File: src/include/chan_dma_pkg.sv
// Shared constants and types for the channel transfer engine.
// Assumes a single 40 MHz clock domain and no software register map.
package chan_dma_pkg;
  localparam int         ADDR_W      = 32;
  localparam int         DATA_W      = 64;
  localparam int         NUM_PAIRS   = 4;
  localparam int         NUM_CHAN    = 8;
  localparam int         PAIR_W      = 2;
  localparam int         CHAN_IDX_W  = 3;
  localparam int         CHAN_NUM_W  = 7;
  localparam int         CHANS_UNIT  = 4;
  localparam int         NUM_UNITS   = 2;
  localparam int         LINK_W      = DATA_W + PAIR_W;
  localparam int         BUF_DEPTH   = 2;
  localparam logic [6:0] CHAN_BASE   = 7'h10;
  localparam logic [6:0] MODULE_STEP = 7'h08;
  localparam logic [31:0] PTR_RST    = 32'h0000_0000;
  localparam logic [31:0] LIM_RST    = 32'h0000_0000;
  localparam logic [31:0] ADDR_ONE   = 32'h0000_0001;

  typedef enum logic [2:0] {
    OP_LOAD_LIMIT = 3'b000,
    OP_LOAD_PTR   = 3'b001,
    OP_CLEAR_INT  = 3'b010,
    OP_READ_PTR   = 3'b011,
    OP_READ_INT   = 3'b100
  } cmd_op_t;
endpackage

File: src/include/word_stream_if.sv
// Valid/ready word stream between the engine and its buffers.
// Assumes both ends share one clock.
`timescale 1ns/1ps
interface word_stream_if #(parameter int W = 66);
  logic         valid;
  logic         ready;
  logic [W-1:0] data;
  modport src (output valid, output data, input ready);
  modport snk (input valid, input data, output ready);
endinterface

File: src/logic/two_entry_buffer.sv
// Two-entry buffer in a word stream, so a stalled drain loses no word.
// Assumes source and drain sit on clk; async active-high reset.
`timescale 1ns/1ps
module two_entry_buffer (
  input wire logic  clk,             // 40 MHz clock
  input wire logic  rst,             // Async reset, active high
  word_stream_if.snk fillPort,       // Filling side
  word_stream_if.src drainPort       // Draining side
);
  import chan_dma_pkg::*;

  logic [LINK_W-1:0] slot0_r, slot0_nxt;
  logic [LINK_W-1:0] slot1_r, slot1_nxt;
  logic [1:0]        count_r, count_nxt;
  logic              push;
  logic              pop;

  assign fillPort.ready  = (count_r < 2'(BUF_DEPTH));
  assign drainPort.valid = (count_r != 2'h0);
  assign drainPort.data  = slot0_r;
  assign push = fillPort.valid & fillPort.ready;
  assign pop  = drainPort.valid & drainPort.ready;

  always_comb begin
    slot0_nxt = slot0_r;
    slot1_nxt = slot1_r;
    count_nxt = count_r;
    if (pop) begin
      slot0_nxt = slot1_r;
    end
    if (push) begin
      if (count_r == 2'h0 || (count_r == 2'h1 && pop)) begin
        slot0_nxt = fillPort.data;
      end else begin
        slot1_nxt = fillPort.data;
      end
    end
    count_nxt = 2'(count_r + {1'b0, push} - {1'b0, pop});
  end

  always_ff @(posedge clk or posedge rst) begin
    if (rst) begin
      slot0_r <= '0;
      slot1_r <= '0;
      count_r <= 2'h0;
    end else begin
      slot0_r <= slot0_nxt;
      slot1_r <= slot1_nxt;
      count_r <= count_nxt;
    end
  end

  a_buf_no_over: assert property (@(posedge clk) disable iff (rst) count_r <= 2'h2)
    else $error("buffer count beyond two");
  c_buf_full: cover property (@(posedge clk) disable iff (rst) count_r == 2'h2 && !drainPort.ready);
endmodule

File: src/logic/completion_flags.sv
// Per-channel completion request flags and the interrupting channel index.
// Assumes set and clear vectors come from logic on the same clock.
`timescale 1ns/1ps
module completion_flags (
  input  wire logic                                clk,     // 40 MHz clock
  input  wire logic                                rst,     // Async reset, active high
  input  wire logic [chan_dma_pkg::NUM_CHAN-1:0]   setVec,  // Transfer finished pulses
  input  wire logic [chan_dma_pkg::NUM_CHAN-1:0]   clrVec,  // Processor clear pulses
  output logic      [chan_dma_pkg::NUM_CHAN-1:0]   flags,   // Pending flags
  output logic                                     anyReq,  // Any flag pending
  output logic      [chan_dma_pkg::CHAN_IDX_W-1:0] firstIdx // Lowest pending index
);
  import chan_dma_pkg::*;

  logic [NUM_CHAN-1:0] flag_r, flag_nxt;

  always_comb begin
    // A finish in the clearing cycle must survive, so set is applied last
    flag_nxt = (flag_r & ~clrVec) | setVec;
    firstIdx = '0;
    for (int i = NUM_CHAN - 1; i >= 0; i--) begin
      if (flag_r[i]) begin
        firstIdx = CHAN_IDX_W'(i);
      end
    end
  end

  always_ff @(posedge clk or posedge rst) begin
    if (rst) begin
      flag_r <= '0;
    end else begin
      flag_r <= flag_nxt;
    end
  end

  assign flags  = flag_r;
  assign anyReq = |flag_r;

  a_flag_set_wins: assert property (@(posedge clk) disable iff (rst)
      (setVec != '0) |=> ((flag_r & $past(setVec)) == $past(setVec)))
    else $error("completion lost against clear");
endmodule

File: src/logic/io_channel_dma.sv
// Channel-side transfer engine: four input/output channel pairs on one board.
// Assumes the processor command port, memory port D and link ends share clk.
// What this block does
// - Each channel keeps a loadable next-word pointer
// - Pointer holds first word at start
// - Pointer increments once per moved word
// - Done when pointer equals loadable limit
// - Word at limit address never moves unless a live channel's pointer already equals the limit
// - Four pairs, one input one output
// - Channel data uses dedicated memory port D
// - Two controller units, two pairs each
// - Octal channel numbers per module slot
// - One read plus one write per clock
// - Completion raises an I/O interrupt request
`timescale 1ns/1ps
module io_channel_dma (
  input  wire logic                                 clk,          // 40 MHz clock
  input  wire logic                                 rst,          // Async reset, active high
  input  wire logic [2:0]                           moduleNum,    // Processor module slot, static
  input  wire logic                                 cmdValid,     // Processor command strobe
  input  wire chan_dma_pkg::cmd_op_t                cmdOp,        // Command kind
  input  wire logic [chan_dma_pkg::CHAN_NUM_W-1:0]  cmdChan,      // Octal channel number
  input  wire logic [chan_dma_pkg::ADDR_W-1:0]      cmdData,      // Address operand
  output logic                                      cmdHit,       // Channel belongs to this board
  output logic                                      rspValid,     // Read answer strobe
  output logic      [chan_dma_pkg::ADDR_W-1:0]      rspData,      // Read answer word
  output logic                                      ioIntReq,     // io_interrupt_request level
  output logic      [chan_dma_pkg::CHAN_NUM_W-1:0]  ioIntChan,    // Interrupting channel number
  output logic      [chan_dma_pkg::NUM_UNITS-1:0]   unitBusy,     // Controller unit has a live channel
  output logic                                      rdReq,        // Port D read request
  output logic      [chan_dma_pkg::ADDR_W-1:0]      rdAddr,       // Port D read address
  input  wire logic                                 rdAck,        // Port D read accepted, data valid
  input  wire logic [chan_dma_pkg::DATA_W-1:0]      rdData,       // Port D read data
  output logic                                      wrReq,        // Port D write request
  output logic      [chan_dma_pkg::ADDR_W-1:0]      wrAddr,       // Port D write address
  output logic      [chan_dma_pkg::DATA_W-1:0]      wrData,       // Port D write data
  input  wire logic                                 wrAck,        // Port D write accepted
  output logic                                      linkOutValid, // Word for io_subsystem
  input  wire logic                                 linkOutReady, // io_subsystem takes word
  output logic      [chan_dma_pkg::DATA_W-1:0]      linkOutData,  // Outgoing word
  output logic      [chan_dma_pkg::PAIR_W-1:0]      linkOutPair,  // Pair of outgoing word
  input  wire logic                                 linkInValid,  // Word from io_subsystem
  output logic                                      linkInReady,  // Engine takes word
  input  wire logic [chan_dma_pkg::DATA_W-1:0]      linkInData,   // Incoming word
  input  wire logic [chan_dma_pkg::PAIR_W-1:0]      linkInPair    // Pair of incoming word
);
  import chan_dma_pkg::*;

  // Channel index: pair*2 for input, pair*2+1 for output
  function automatic logic [CHAN_NUM_W:0] chanDecode(input logic [CHAN_NUM_W-1:0] num,
                                                     input logic [2:0]            slot);
    logic [CHAN_NUM_W-1:0] base;
    logic [CHAN_NUM_W-1:0] off;
    base = 7'(CHAN_BASE + 7'(MODULE_STEP * {4'h0, slot}));
    off  = 7'(num - base);
    chanDecode = {(num >= base) && (off < 7'(NUM_CHAN)), off};
  endfunction

  function automatic logic [CHAN_NUM_W-1:0] chanNumber(input logic [CHAN_IDX_W-1:0] idx,
                                                       input logic [2:0]            slot);
    chanNumber = 7'(CHAN_BASE + 7'(MODULE_STEP * {4'h0, slot}) + {4'h0, idx});
  endfunction

  // Round-robin pick of one pair among requesting ones
  function automatic logic [PAIR_W-1:0] pickPair(input logic [NUM_PAIRS-1:0] req,
                                                 input logic [PAIR_W-1:0]    last);
    logic [PAIR_W-1:0] cand;
    pickPair = last;
    for (int k = NUM_PAIRS; k >= 1; k--) begin
      cand = PAIR_W'(last + PAIR_W'(k));
      if (req[cand]) begin
        pickPair = cand;
      end
    end
  endfunction

  logic [ADDR_W-1:0]   ptr_r [NUM_CHAN];
  logic [ADDR_W-1:0]   ptr_nxt [NUM_CHAN];
  logic [ADDR_W-1:0]   lim_r [NUM_CHAN];
  logic [ADDR_W-1:0]   lim_nxt [NUM_CHAN];
  logic [NUM_CHAN-1:0] act_r, act_nxt;
  logic [PAIR_W-1:0]   rdLast_r, rdLast_nxt;
  logic                rspValid_r, rspValid_nxt;
  logic [ADDR_W-1:0]   rspData_r, rspData_nxt;
  logic [NUM_CHAN-1:0] doneVec;
  logic [NUM_CHAN-1:0] clrVec;
  logic [NUM_CHAN-1:0] intFlags;
  logic [CHAN_IDX_W-1:0] intIdx;
  logic [CHAN_NUM_W:0] dec;
  logic [CHAN_IDX_W-1:0] cmdIdx;
  logic [NUM_PAIRS-1:0] outLive;
  logic [PAIR_W-1:0]   rdPair;
  logic [CHAN_IDX_W-1:0] rdIdx;
  logic [CHAN_IDX_W-1:0] wrIdx;
  logic                wrLive;
  logic                rdGo;
  logic                wrGo;

  word_stream_if #(.W(LINK_W)) outFill ();
  word_stream_if #(.W(LINK_W)) outDrain ();
  word_stream_if #(.W(LINK_W)) inFill ();
  word_stream_if #(.W(LINK_W)) inDrain ();

  two_entry_buffer u_out_buf (
    .clk       (clk),
    .rst       (rst),
    .fillPort  (outFill.snk),
    .drainPort (outDrain.src)
  );

  two_entry_buffer u_in_buf (
    .clk       (clk),
    .rst       (rst),
    .fillPort  (inFill.snk),
    .drainPort (inDrain.src)
  );

  completion_flags u_flags (
    .clk      (clk),
    .rst      (rst),
    .setVec   (doneVec),
    .clrVec   (clrVec),
    .flags    (intFlags),
    .anyReq   (ioIntReq),
    .firstIdx (intIdx)
  );

  assign dec    = chanDecode(cmdChan, moduleNum);
  assign cmdHit = cmdValid & dec[CHAN_NUM_W];
  assign cmdIdx = dec[CHAN_IDX_W-1:0];
  assign ioIntChan = chanNumber(intIdx, moduleNum);

  always_comb begin
    for (int p = 0; p < NUM_PAIRS; p++) begin
      outLive[p] = act_r[2*p+1];
    end
  end

  // Read side: output channels fetch words from port D
  assign rdPair = pickPair(outLive, rdLast_r);
  assign rdIdx  = CHAN_IDX_W'({rdPair, 1'b1});
  // Only ask when the outgoing buffer can hold the word
  assign rdReq  = (|outLive) & outFill.ready;
  assign rdAddr = ptr_r[rdIdx];
  assign rdGo   = rdReq & rdAck;
  assign outFill.valid = rdGo;
  assign outFill.data  = {rdPair, rdData};

  assign linkOutValid    = outDrain.valid;
  assign outDrain.ready  = linkOutReady;
  assign linkOutData     = outDrain.data[DATA_W-1:0];
  assign linkOutPair     = outDrain.data[LINK_W-1:DATA_W];

  // Write side: input channels store words through port D; runs beside reads
  assign inFill.valid = linkInValid;
  assign inFill.data  = {linkInPair, linkInData};
  assign linkInReady  = inFill.ready;
  assign wrIdx  = CHAN_IDX_W'({inDrain.data[LINK_W-1:DATA_W], 1'b0});
  assign wrLive = act_r[wrIdx];
  assign wrReq  = inDrain.valid & wrLive;
  assign wrAddr = ptr_r[wrIdx];
  assign wrData = inDrain.data[DATA_W-1:0];
  assign wrGo   = wrReq & wrAck;
  // A word for a closed input channel has nowhere to go and is dropped
  assign inDrain.ready = wrAck | ~wrLive;

  always_comb begin
    for (int u = 0; u < NUM_UNITS; u++) begin
      unitBusy[u] = |act_r[u*CHANS_UNIT +: CHANS_UNIT];
    end
  end

  always_comb begin
    act_nxt      = act_r;
    doneVec      = '0;
    clrVec       = '0;
    rdLast_nxt   = rdGo ? rdPair : rdLast_r;
    rspValid_nxt = 1'b0;
    rspData_nxt  = rspData_r;
    for (int i = 0; i < NUM_CHAN; i++) begin
      ptr_nxt[i] = ptr_r[i];
      lim_nxt[i] = lim_r[i];
      // Advance only on acceptance; stop when the next pointer meets the limit
      if ((rdGo && rdIdx == CHAN_IDX_W'(i)) || (wrGo && wrIdx == CHAN_IDX_W'(i))) begin
        ptr_nxt[i] = ADDR_W'(ptr_r[i] + ADDR_ONE);
        if (ADDR_W'(ptr_r[i] + ADDR_ONE) == lim_r[i]) begin
          act_nxt[i] = 1'b0;
          doneVec[i] = 1'b1;
        end
      end
    end
    if (cmdHit) begin
      unique case (cmdOp)
        OP_LOAD_LIMIT: begin
          lim_nxt[cmdIdx] = cmdData;
        end
        OP_LOAD_PTR: begin
          // Loading starts the channel whatever the limit holds
          ptr_nxt[cmdIdx] = cmdData;
          act_nxt[cmdIdx] = 1'b1;
        end
        OP_CLEAR_INT: begin
          clrVec[cmdIdx] = 1'b1;
        end
        OP_READ_PTR: begin
          rspValid_nxt = 1'b1;
          rspData_nxt  = ptr_r[cmdIdx];
        end
        OP_READ_INT: begin
          rspValid_nxt = 1'b1;
          rspData_nxt  = ADDR_W'(ioIntChan);
        end
        default: begin
          rspValid_nxt = 1'b0;
        end
      endcase
    end
  end

  always_ff @(posedge clk or posedge rst) begin
    if (rst) begin
      for (int i = 0; i < NUM_CHAN; i++) begin
        ptr_r[i] <= PTR_RST;
        lim_r[i] <= LIM_RST;
      end
      act_r      <= '0;
      rdLast_r   <= '0;
      rspValid_r <= 1'b0;
      rspData_r  <= '0;
    end else begin
      for (int i = 0; i < NUM_CHAN; i++) begin
        ptr_r[i] <= ptr_nxt[i];
        lim_r[i] <= lim_nxt[i];
      end
      act_r      <= act_nxt;
      rdLast_r   <= rdLast_nxt;
      rspValid_r <= rspValid_nxt;
      rspData_r  <= rspData_nxt;
    end
  end

  assign rspValid = rspValid_r;
  assign rspData  = rspData_r;

  a_rd_step_one: assert property (@(posedge clk) disable iff (rst)
      rdGo && !(cmdHit && cmdOp == OP_LOAD_PTR && cmdIdx == rdIdx)
      |=> ptr_r[$past(rdIdx)] == $past(rdAddr) + ADDR_ONE)
    else $error("read pointer did not step by one");
  a_wr_step_one: assert property (@(posedge clk) disable iff (rst)
      wrGo && !(cmdHit && cmdOp == OP_LOAD_PTR && cmdIdx == wrIdx)
      |=> ptr_r[$past(wrIdx)] == $past(wrAddr) + ADDR_ONE)
    else $error("write pointer did not step by one");
  a_rd_not_limit: assert property (@(posedge clk) disable iff (rst)
      rdReq |-> act_r[rdIdx])
    else $error("read requested for idle channel");
  a_done_stops: assert property (@(posedge clk) disable iff (rst)
      (doneVec != '0) && !(cmdHit && cmdOp == OP_LOAD_PTR)
      |=> ((act_r & $past(doneVec)) == '0))
    else $error("channel kept going at the limit");
  a_load_starts: assert property (@(posedge clk) disable iff (rst)
      cmdHit && cmdOp == OP_LOAD_PTR |=> act_r[$past(cmdIdx)] && ptr_r[$past(cmdIdx)] == $past(cmdData))
    else $error("pointer load did not start channel");
  a_done_irq: assert property (@(posedge clk) disable iff (rst)
      (doneVec != '0) |=> ioIntReq)
    else $error("completion raised no interrupt");
  // A word taken from port D must be on offer to the link one cycle later
  a_rd_room: assert property (@(posedge clk) disable iff (rst)
      rdGo |=> linkOutValid)
    else $error("fetched word missing from link");
  a_link_hold: assert property (@(posedge clk) disable iff (rst)
      linkOutValid && !linkOutReady |=> linkOutValid && $stable({linkOutPair, linkOutData}))
    else $error("stalled link word changed");
  a_idle_quiet: assert property (@(posedge clk) disable iff (rst)
      act_r == '0 |-> !rdReq && !wrReq)
    else $error("memory request with no live channel");
  a_decode_range: assert property (@(posedge clk) disable iff (rst)
      cmdHit |-> cmdChan >= 7'(CHAN_BASE + 7'(MODULE_STEP * {4'h0, moduleNum})))
    else $error("channel hit below module base");
  a_cmd_answer: assert property (@(posedge clk) disable iff (rst)
      cmdHit && (cmdOp == OP_READ_PTR || cmdOp == OP_READ_INT) |=> rspValid)
    else $error("read command gave no answer");
  a_unit_busy: assert property (@(posedge clk) disable iff (rst)
      unitBusy[1] == |act_r[7:4])
    else $error("unit busy mismatch");
  a_limit_equal: assert property (@(posedge clk) disable iff (rst)
      $fell(act_r[1]) && !$past(rst) |-> ptr_r[1] == lim_r[1])
    else $error("output channel stopped off the limit");

  c_rd_done: cover property (@(posedge clk) disable iff (rst) rdGo ##1 doneVec != '0);
  c_wr_done: cover property (@(posedge clk) disable iff (rst) wrGo && doneVec[wrIdx]);
  c_dual_word: cover property (@(posedge clk) disable iff (rst) rdGo && wrGo);
  c_link_stall: cover property (@(posedge clk) disable iff (rst) linkOutValid && !linkOutReady [*3]);
endmodule

File: config.mk
export PLATFORM = sky130hd
export DESIGN_NAME = io_channel_dma
export DESIGN_NICKNAME = d
export VERILOG_FILES = /design/src/include/chan_dma_pkg.sv /design/src/include/word_stream_if.sv /design/src/logic/two_entry_buffer.sv /design/src/logic/completion_flags.sv /design/src/logic/io_channel_dma.sv
export SDC_FILE = /design/constraint.sdc
export NUM_CORES = 2
export LEC_CHECK = 0
export BUFFER_PORTS_ARGS = -buffer_cell sky130_fd_sc_hd__buf_2
export CAP_MARGIN = 20
export CORE_MARGIN = 4
export CORE_UTILIZATION = 35
export DETAILED_ROUTE_END_ITERATION = 7
export GPL_TIMING_DRIVEN = 0
export PLACE_DENSITY = 0.52
export SYNTH_ARGS = -nofsm -noshare
export SYNTH_HDL_FRONTEND = slang
export SYNTH_SLANG_ARGS = --single-unit
File: constraint.sdc
create_clock -name clk -period 32.7 [get_ports clk]
set_input_delay 6.54 -clock clk [delete_from_list [all_inputs] [get_ports clk]]
set_output_delay 6.54 -clock clk [all_outputs]
set_load 0.01 [all_outputs]
# [Word level (Yosys, flattened, before mapping)]
# Cells that the tools add are included.
[totals] reg_bits=831 input_bits=182 output_inout_bits=242 elab_cells=223
[classes] addsub=18 n_lt_le_gt_ge=14 eq_ne=20 n_mux=89 bitwise_logic=20 reduce_logical=35
[op_table] op="256-bit bitwise mux" n=2
[op_table] op="256-bit 2-to-1 mux" n=2
[op_table] op="32-bit 2-to-1 mux" n=15
[op_table] op="66-bit 2-to-1 mux" n=6
[op_table] op="32-bit binary-select mux with 3-bit select" n=3
[op_table] op="32-bit by 1-bit adder with 32-bit output (second input constant)" n=8
[op_table] op="32-bit equality test" n=8
[op_table] op="32-bit demux with 3-bit select" n=1
[op_table] op="32-bit one-hot mux with 2 select lines" n=1
[op_table] op="1-bit 2-to-1 mux" n=39
[op_table] op="8-bit 2-to-1 mux" n=4
[op_table] op="3-bit 2-to-1 mux" n=8
[op_table] op="8-bit bitwise OR" n=2
[op_table] op="1-bit logical AND" n=14
[op_table] op="4-bit >= comparator (second input constant)" n=3
[op_table] op="3-bit NOT with 4-bit output" n=3
[op_table] op="4-bit OR reduction" n=3
[op_table] op="1-bit bitwise AND" n=9
[op_table] op="3-bit zero test" n=3
[op_table] op="2-bit by 3-bit < comparator with 1-bit output (second input constant)" n=3
[op_table] op="8-bit bitwise AND" n=1
[op_table] op="1-bit binary-select mux with 2-bit select" n=4
[op_table] op="2-bit by 1-bit equality test with 1-bit output (second input constant)" n=4
[op_table] op="2-bit equality test (second input constant)" n=4
[op_table] op="27 further kinds" n=46

# [Logic depth before layout (Yosys ltp)]
[depth] depth_word=13 ltp_mapped=13 mapped_depth_nobuf=11

# [By module]
# A second synthesis with hierarchy kept.
[hier_totals] cells_unflattened=5210 area_unflattened_um2=48606.6
[by_module_without_submodules] mod="io_channel_dma" instances=1 cells_per_inst=4131 area_each_um2=36837.8 seq_area_each_um2=13888.3
[by_module_without_submodules] mod="two_entry_buffer" instances=2 cells_per_inst=521 area_each_um2=5698.0 seq_area_each_um2=3353.2
[by_module_without_submodules] mod="completion_flags" instances=1 cells_per_inst=37 area_each_um2=372.9 seq_area_each_um2=200.2

# [Least setup slack after synthesis]
# Ideal clock, no wire load.
[synth_path] kind="input to output" startpoint="input moduleNum[1]" endpoint="output cmdHit" t_arrival_ns=8.024 required_ns=26.160 slack_ns=18.136 stages=7 path_buffers=0 cell_sequence="ha_1 -> inv_1 -> ha_1 -> or3b_1 -> a211oi_1 -> o2111ai_1 -> inv_1"
[synth_between] elab_chain_cells=5 elab_cells_between_ends=6 classes_between="add/sub: 2; order compare: 2; bitwise: 1; reduce/logical: 1"
[synth_lines] element="from (decl)" line="io_channel_dma.sv:19" text="input wire logic [2:0] moduleNum,"
[synth_lines] element="5-bit by 6-bit adder with 7-bit output (*)" line="io_channel_dma.sv:54" text="base = 7'(CHAN_BASE + 7'(MODULE_STEP * {4'h0, slot}));"
[synth_lines] element="7-bit subtractor" line="io_channel_dma.sv:55" text="off = 7'(num - base);"
[synth_lines] element="7-bit by 4-bit < comparator with 1-bit output" line="io_channel_dma.sv:56" text="chanDecode = {(num >= base) && (off < 7'(NUM_CHAN)), off};"
[synth_lines] element="1-bit logical AND (*)" line="io_channel_dma.sv:56"
[synth_lines] element="1-bit bitwise AND (*)" line="io_channel_dma.sv:129" text="assign cmdHit = cmdValid & dec[CHAN_NUM_W];"
[synth_lines] element="to (decl)" line="io_channel_dma.sv:24" text="output logic cmdHit,"
# Every way passes the cells marked *; elsewhere a longest branch is shown, timed or not.

# [Final worst setup path]
# Same ends and word-level chain as after synthesis.

==> results_dict.tcl <==
set metrics [dict create \
    status "completed" \
    clk_pin_slew_ps 60 \
    grt_use_total 0.295 \
    cts-root-buf "clkbuf_16" \
    synth_top_family_by_area "simple AND/OR/NAND/NOR gates" \
    syn_inst 5080 \
    maxCapViolCount 0 \
    synth_compound_area_frac 0.107 \
    synth_edf_count 0 \
    ys.flop_type "dfrtp_1" \
    ant_nets 0 \
    startpoint_type "input port" \
    antenna_found_initial 38 \
    finalClockSkew_ps 41.9 \
    muxShareOfSynthArea 0.143 \
    final_common_cell "dfrtp_1" \
    area_growth_pct 17.7 \
    whs_ps 471 \
    place_congestion 1.07 \
    holdBufCountCts 0 \
    ys_types 87 \
    cts_setup_buffers 0 \
    pin_count 424 \
    cts_tree "built" \
    num_vias 43939 \
    synth_xor_area_frac 0.107 \
    r2r-end "act_r[2]" \
    mostFrequentLayoutCells "dfrtp_1 (831), buf_2 (489), nor2_1 (464)" \
    r2r-start "u_in_buf.drainPort.data[64]" \
    synth_area_um2 48800 \
    drt_iter0_drc 5700 \
    required_ps 26160 \
    core_area_um2 138000 \
    start_util 0.354 \
    crit_end "cmdHit" \
    final_util 0.416 \
    wl_um 222000 \
    setup_tns_ps 0 \
    yosys-top-cells-area "dfrtp_1 (43%), mux2_2 (9.2%), xnor2_1 (6.5%)" \
    critPathLaunch "moduleNum[1]" \
    cts_num_sinks 831 \
    grt_max_degree 120 \
    fin_nets 5832 \
    final_cells 7601 \
    drc 0 \
    die_height_um 381 \
    die_x_um 381 \
    clk_latency_ps 730 \
    die_area_um2 145000 \
    worstSetupEndpointType "output port" \
    path_max_fanout 4 \
    synth.avg_cell_area_um2 9.61 \
    synth_top_area_share 0.426 \
    finalMaxSlewViolations 0 \
    grt_setup_unrepaired "no" \
    dpl.hpwl_um 167000 \
    maxSlewHeadroom 0.211 \
    max_slew.worst_pin.slew_ps 1180 \
    row_count 136 \
    fin_crit_ps 15330 \
    grt_pass1_wl_um 311000 \
    synthAdderAreaFrac 0.00436 \
    synth-async-reset-ratio 1.00 \
    portBuffers 420 \
    cts_buffer_depth 3 \
    grt_pass1_vias 41857 \
    reg2regPathDepth 9 \
    power_mw 3.36 \
    peakVddDrop_mv 0.0396 \
    max_freq_mhz 65.2 \
    numCtsBuffers 102 \
    synth_seq_cells 831 \
    setup_viol 0 \
    placed_cells 7389 \
    cts_resized 0 \
    r2r_slack_ps 27740 \
    synth-warning-count 0 \
    critPathKind "input port to output port" \
    synth_nets 5279 \
    cp.arrival_ps 8790 \
    cts_max_level 3 \
    drive_above_1_share 0.219 \
    yosys.area.top_type "dfrtp_1" \
    ys_seq_area_frac 0.426 \
    via_per_inst 5.78 \
    firstDrtPassIters 6 \
    overflow 0 \
    synth-simple-area-share 0.161 \
    final-hold-violation-count 0 \
    post-route-period-util 0.469 \
    wire_per_inst_um 29.3 \
    hp-class "flop to flop" \
    power_leakage_nw 25.9 \
    powerDensity_nw_per_um2 58.5 \
]
per-stage QoR:
stage                     setup WS, ps  area [um^2]
after global routing             17250        57400
after floorplan                   2820        48800
after CTS                        17330        57400
final                            17370        57400
after detailed placement         17330        53800
after global placement           -8180        53200
logic make-up after synthesis:
| family | count (synthesis) |
|---|---|
| simple gates | 1615 |
| compound gates | 849 |
| flops | 831 |
| mux | 605 |
| xor+xnor | 598 |
| buf+inv | 565 |
| fa+ha+maj | 17 |
worst max-delay path, cell delays in order:
cell and delay (ps):
buf_2 120, ha_1 480, inv_1 80, ha_1 200, or3b_1 380, a211oi_1 210, o2111ai_1 370, inv_1 210
buf_2 200
where the power goes:
group / leakage [nW] / internal [mW] / switching, mW
clock: 1.76 / 0.730 / 0.485
sequential: 11.2 / 1.17 / 0.0990
combinational: 13.0 / 0.334 / 0.542
total: 25.9 / 2.23 / 1.13
area by class of cell:
| type | instances | area [um^2] |
|---|---|---|
| Clock inverter | 42 | 536 |
| Timing Repair Buffer | 449 | 2640 |
| Buffer | 515 | 2310 |
| Clock buffer | 150 | 3040 |
| Sequential cell | 831 | 20800 |
| Multi-Input combinational cell | 3684 | 25500 |
| Fill cell | 13775 | 80600 |
| Antenna cell | 17 | 42.5 |
| Inverter | 50 | 195 |
| Tap cell | 1863 | 2330 |
Yosys cell counts (19+ instances only):
| master | number |
|---|---|
| mux4_2 | 34 |
| buf_1 | 19 |
| a211oi_1 | 45 |
| or3_1 | 27 |
| clkbuf_1 | 346 |
| buf_2 | 69 |
| a21oi_1 | 297 |
| a31oi_1 | 53 |
| nand3_1 | 120 |
| and4_1 | 28 |
| nor4_1 | 66 |
| mux2i_1 | 174 |
| nand4_1 | 152 |
| and2_1 | 52 |
| xor2_1 | 234 |
| nor2_1 | 464 |
| nor3_1 | 89 |
| mux2_2 | 397 |
| xnor2_1 | 364 |
| a22oi_1 | 110 |
| buf_4 | 70 |
| dfrtp_1 | 831 |
| inv_1 | 49 |
| nand2_1 | 458 |
| o21ai_0 | 197 |
| a22o_1 | 30 |
| and3_1 | 33 |
metal layers:
metal	global-route usage	part of all wire	routed length, um	vias up
met5	0	0.00026	58	-
met3	0.100	0.12	27200	497
met2	0.420	0.41	91200	2517
met1	0.400	0.41	92000	21943
li1	-	-	-	18974
met4	0.142	0.054	11900	8
worst min-delay path by stage:
stage,startpoint,endpoint,cells past startpoint
global placement,rspData[6],rspData[6],2
CTS,rspData[5],rspData[5],2
detailed placement,rspData[5],rspData[5],2
floorplan,lim_r[156],lim_r[156],2
finish,rspData[5],rspData[5],2
global route,u_in_buf.slot1_r[64],u_in_buf.slot1_r[64],1
state kept, by name, summed over array words and instances, names as in the netlist:
| signal | count |
|---|---|
| u_in_buf.drainPort.data | 66 |
| rspValid | 1 |
| lim_r | 256 |
| act_r | 8 |
| ptr_r | 256 |
| u_out_buf.count_r | 2 |
| rspData | 32 |
| u_out_buf.drainPort.data | 66 |
| rdLast_r | 2 |
| u_out_buf.slot1_r | 66 |
| u_in_buf.count_r | 2 |
| u_flags.flags | 8 |
| u_in_buf.slot1_r | 66 |
Note: power is estimated with default switching activity, not from simulation.
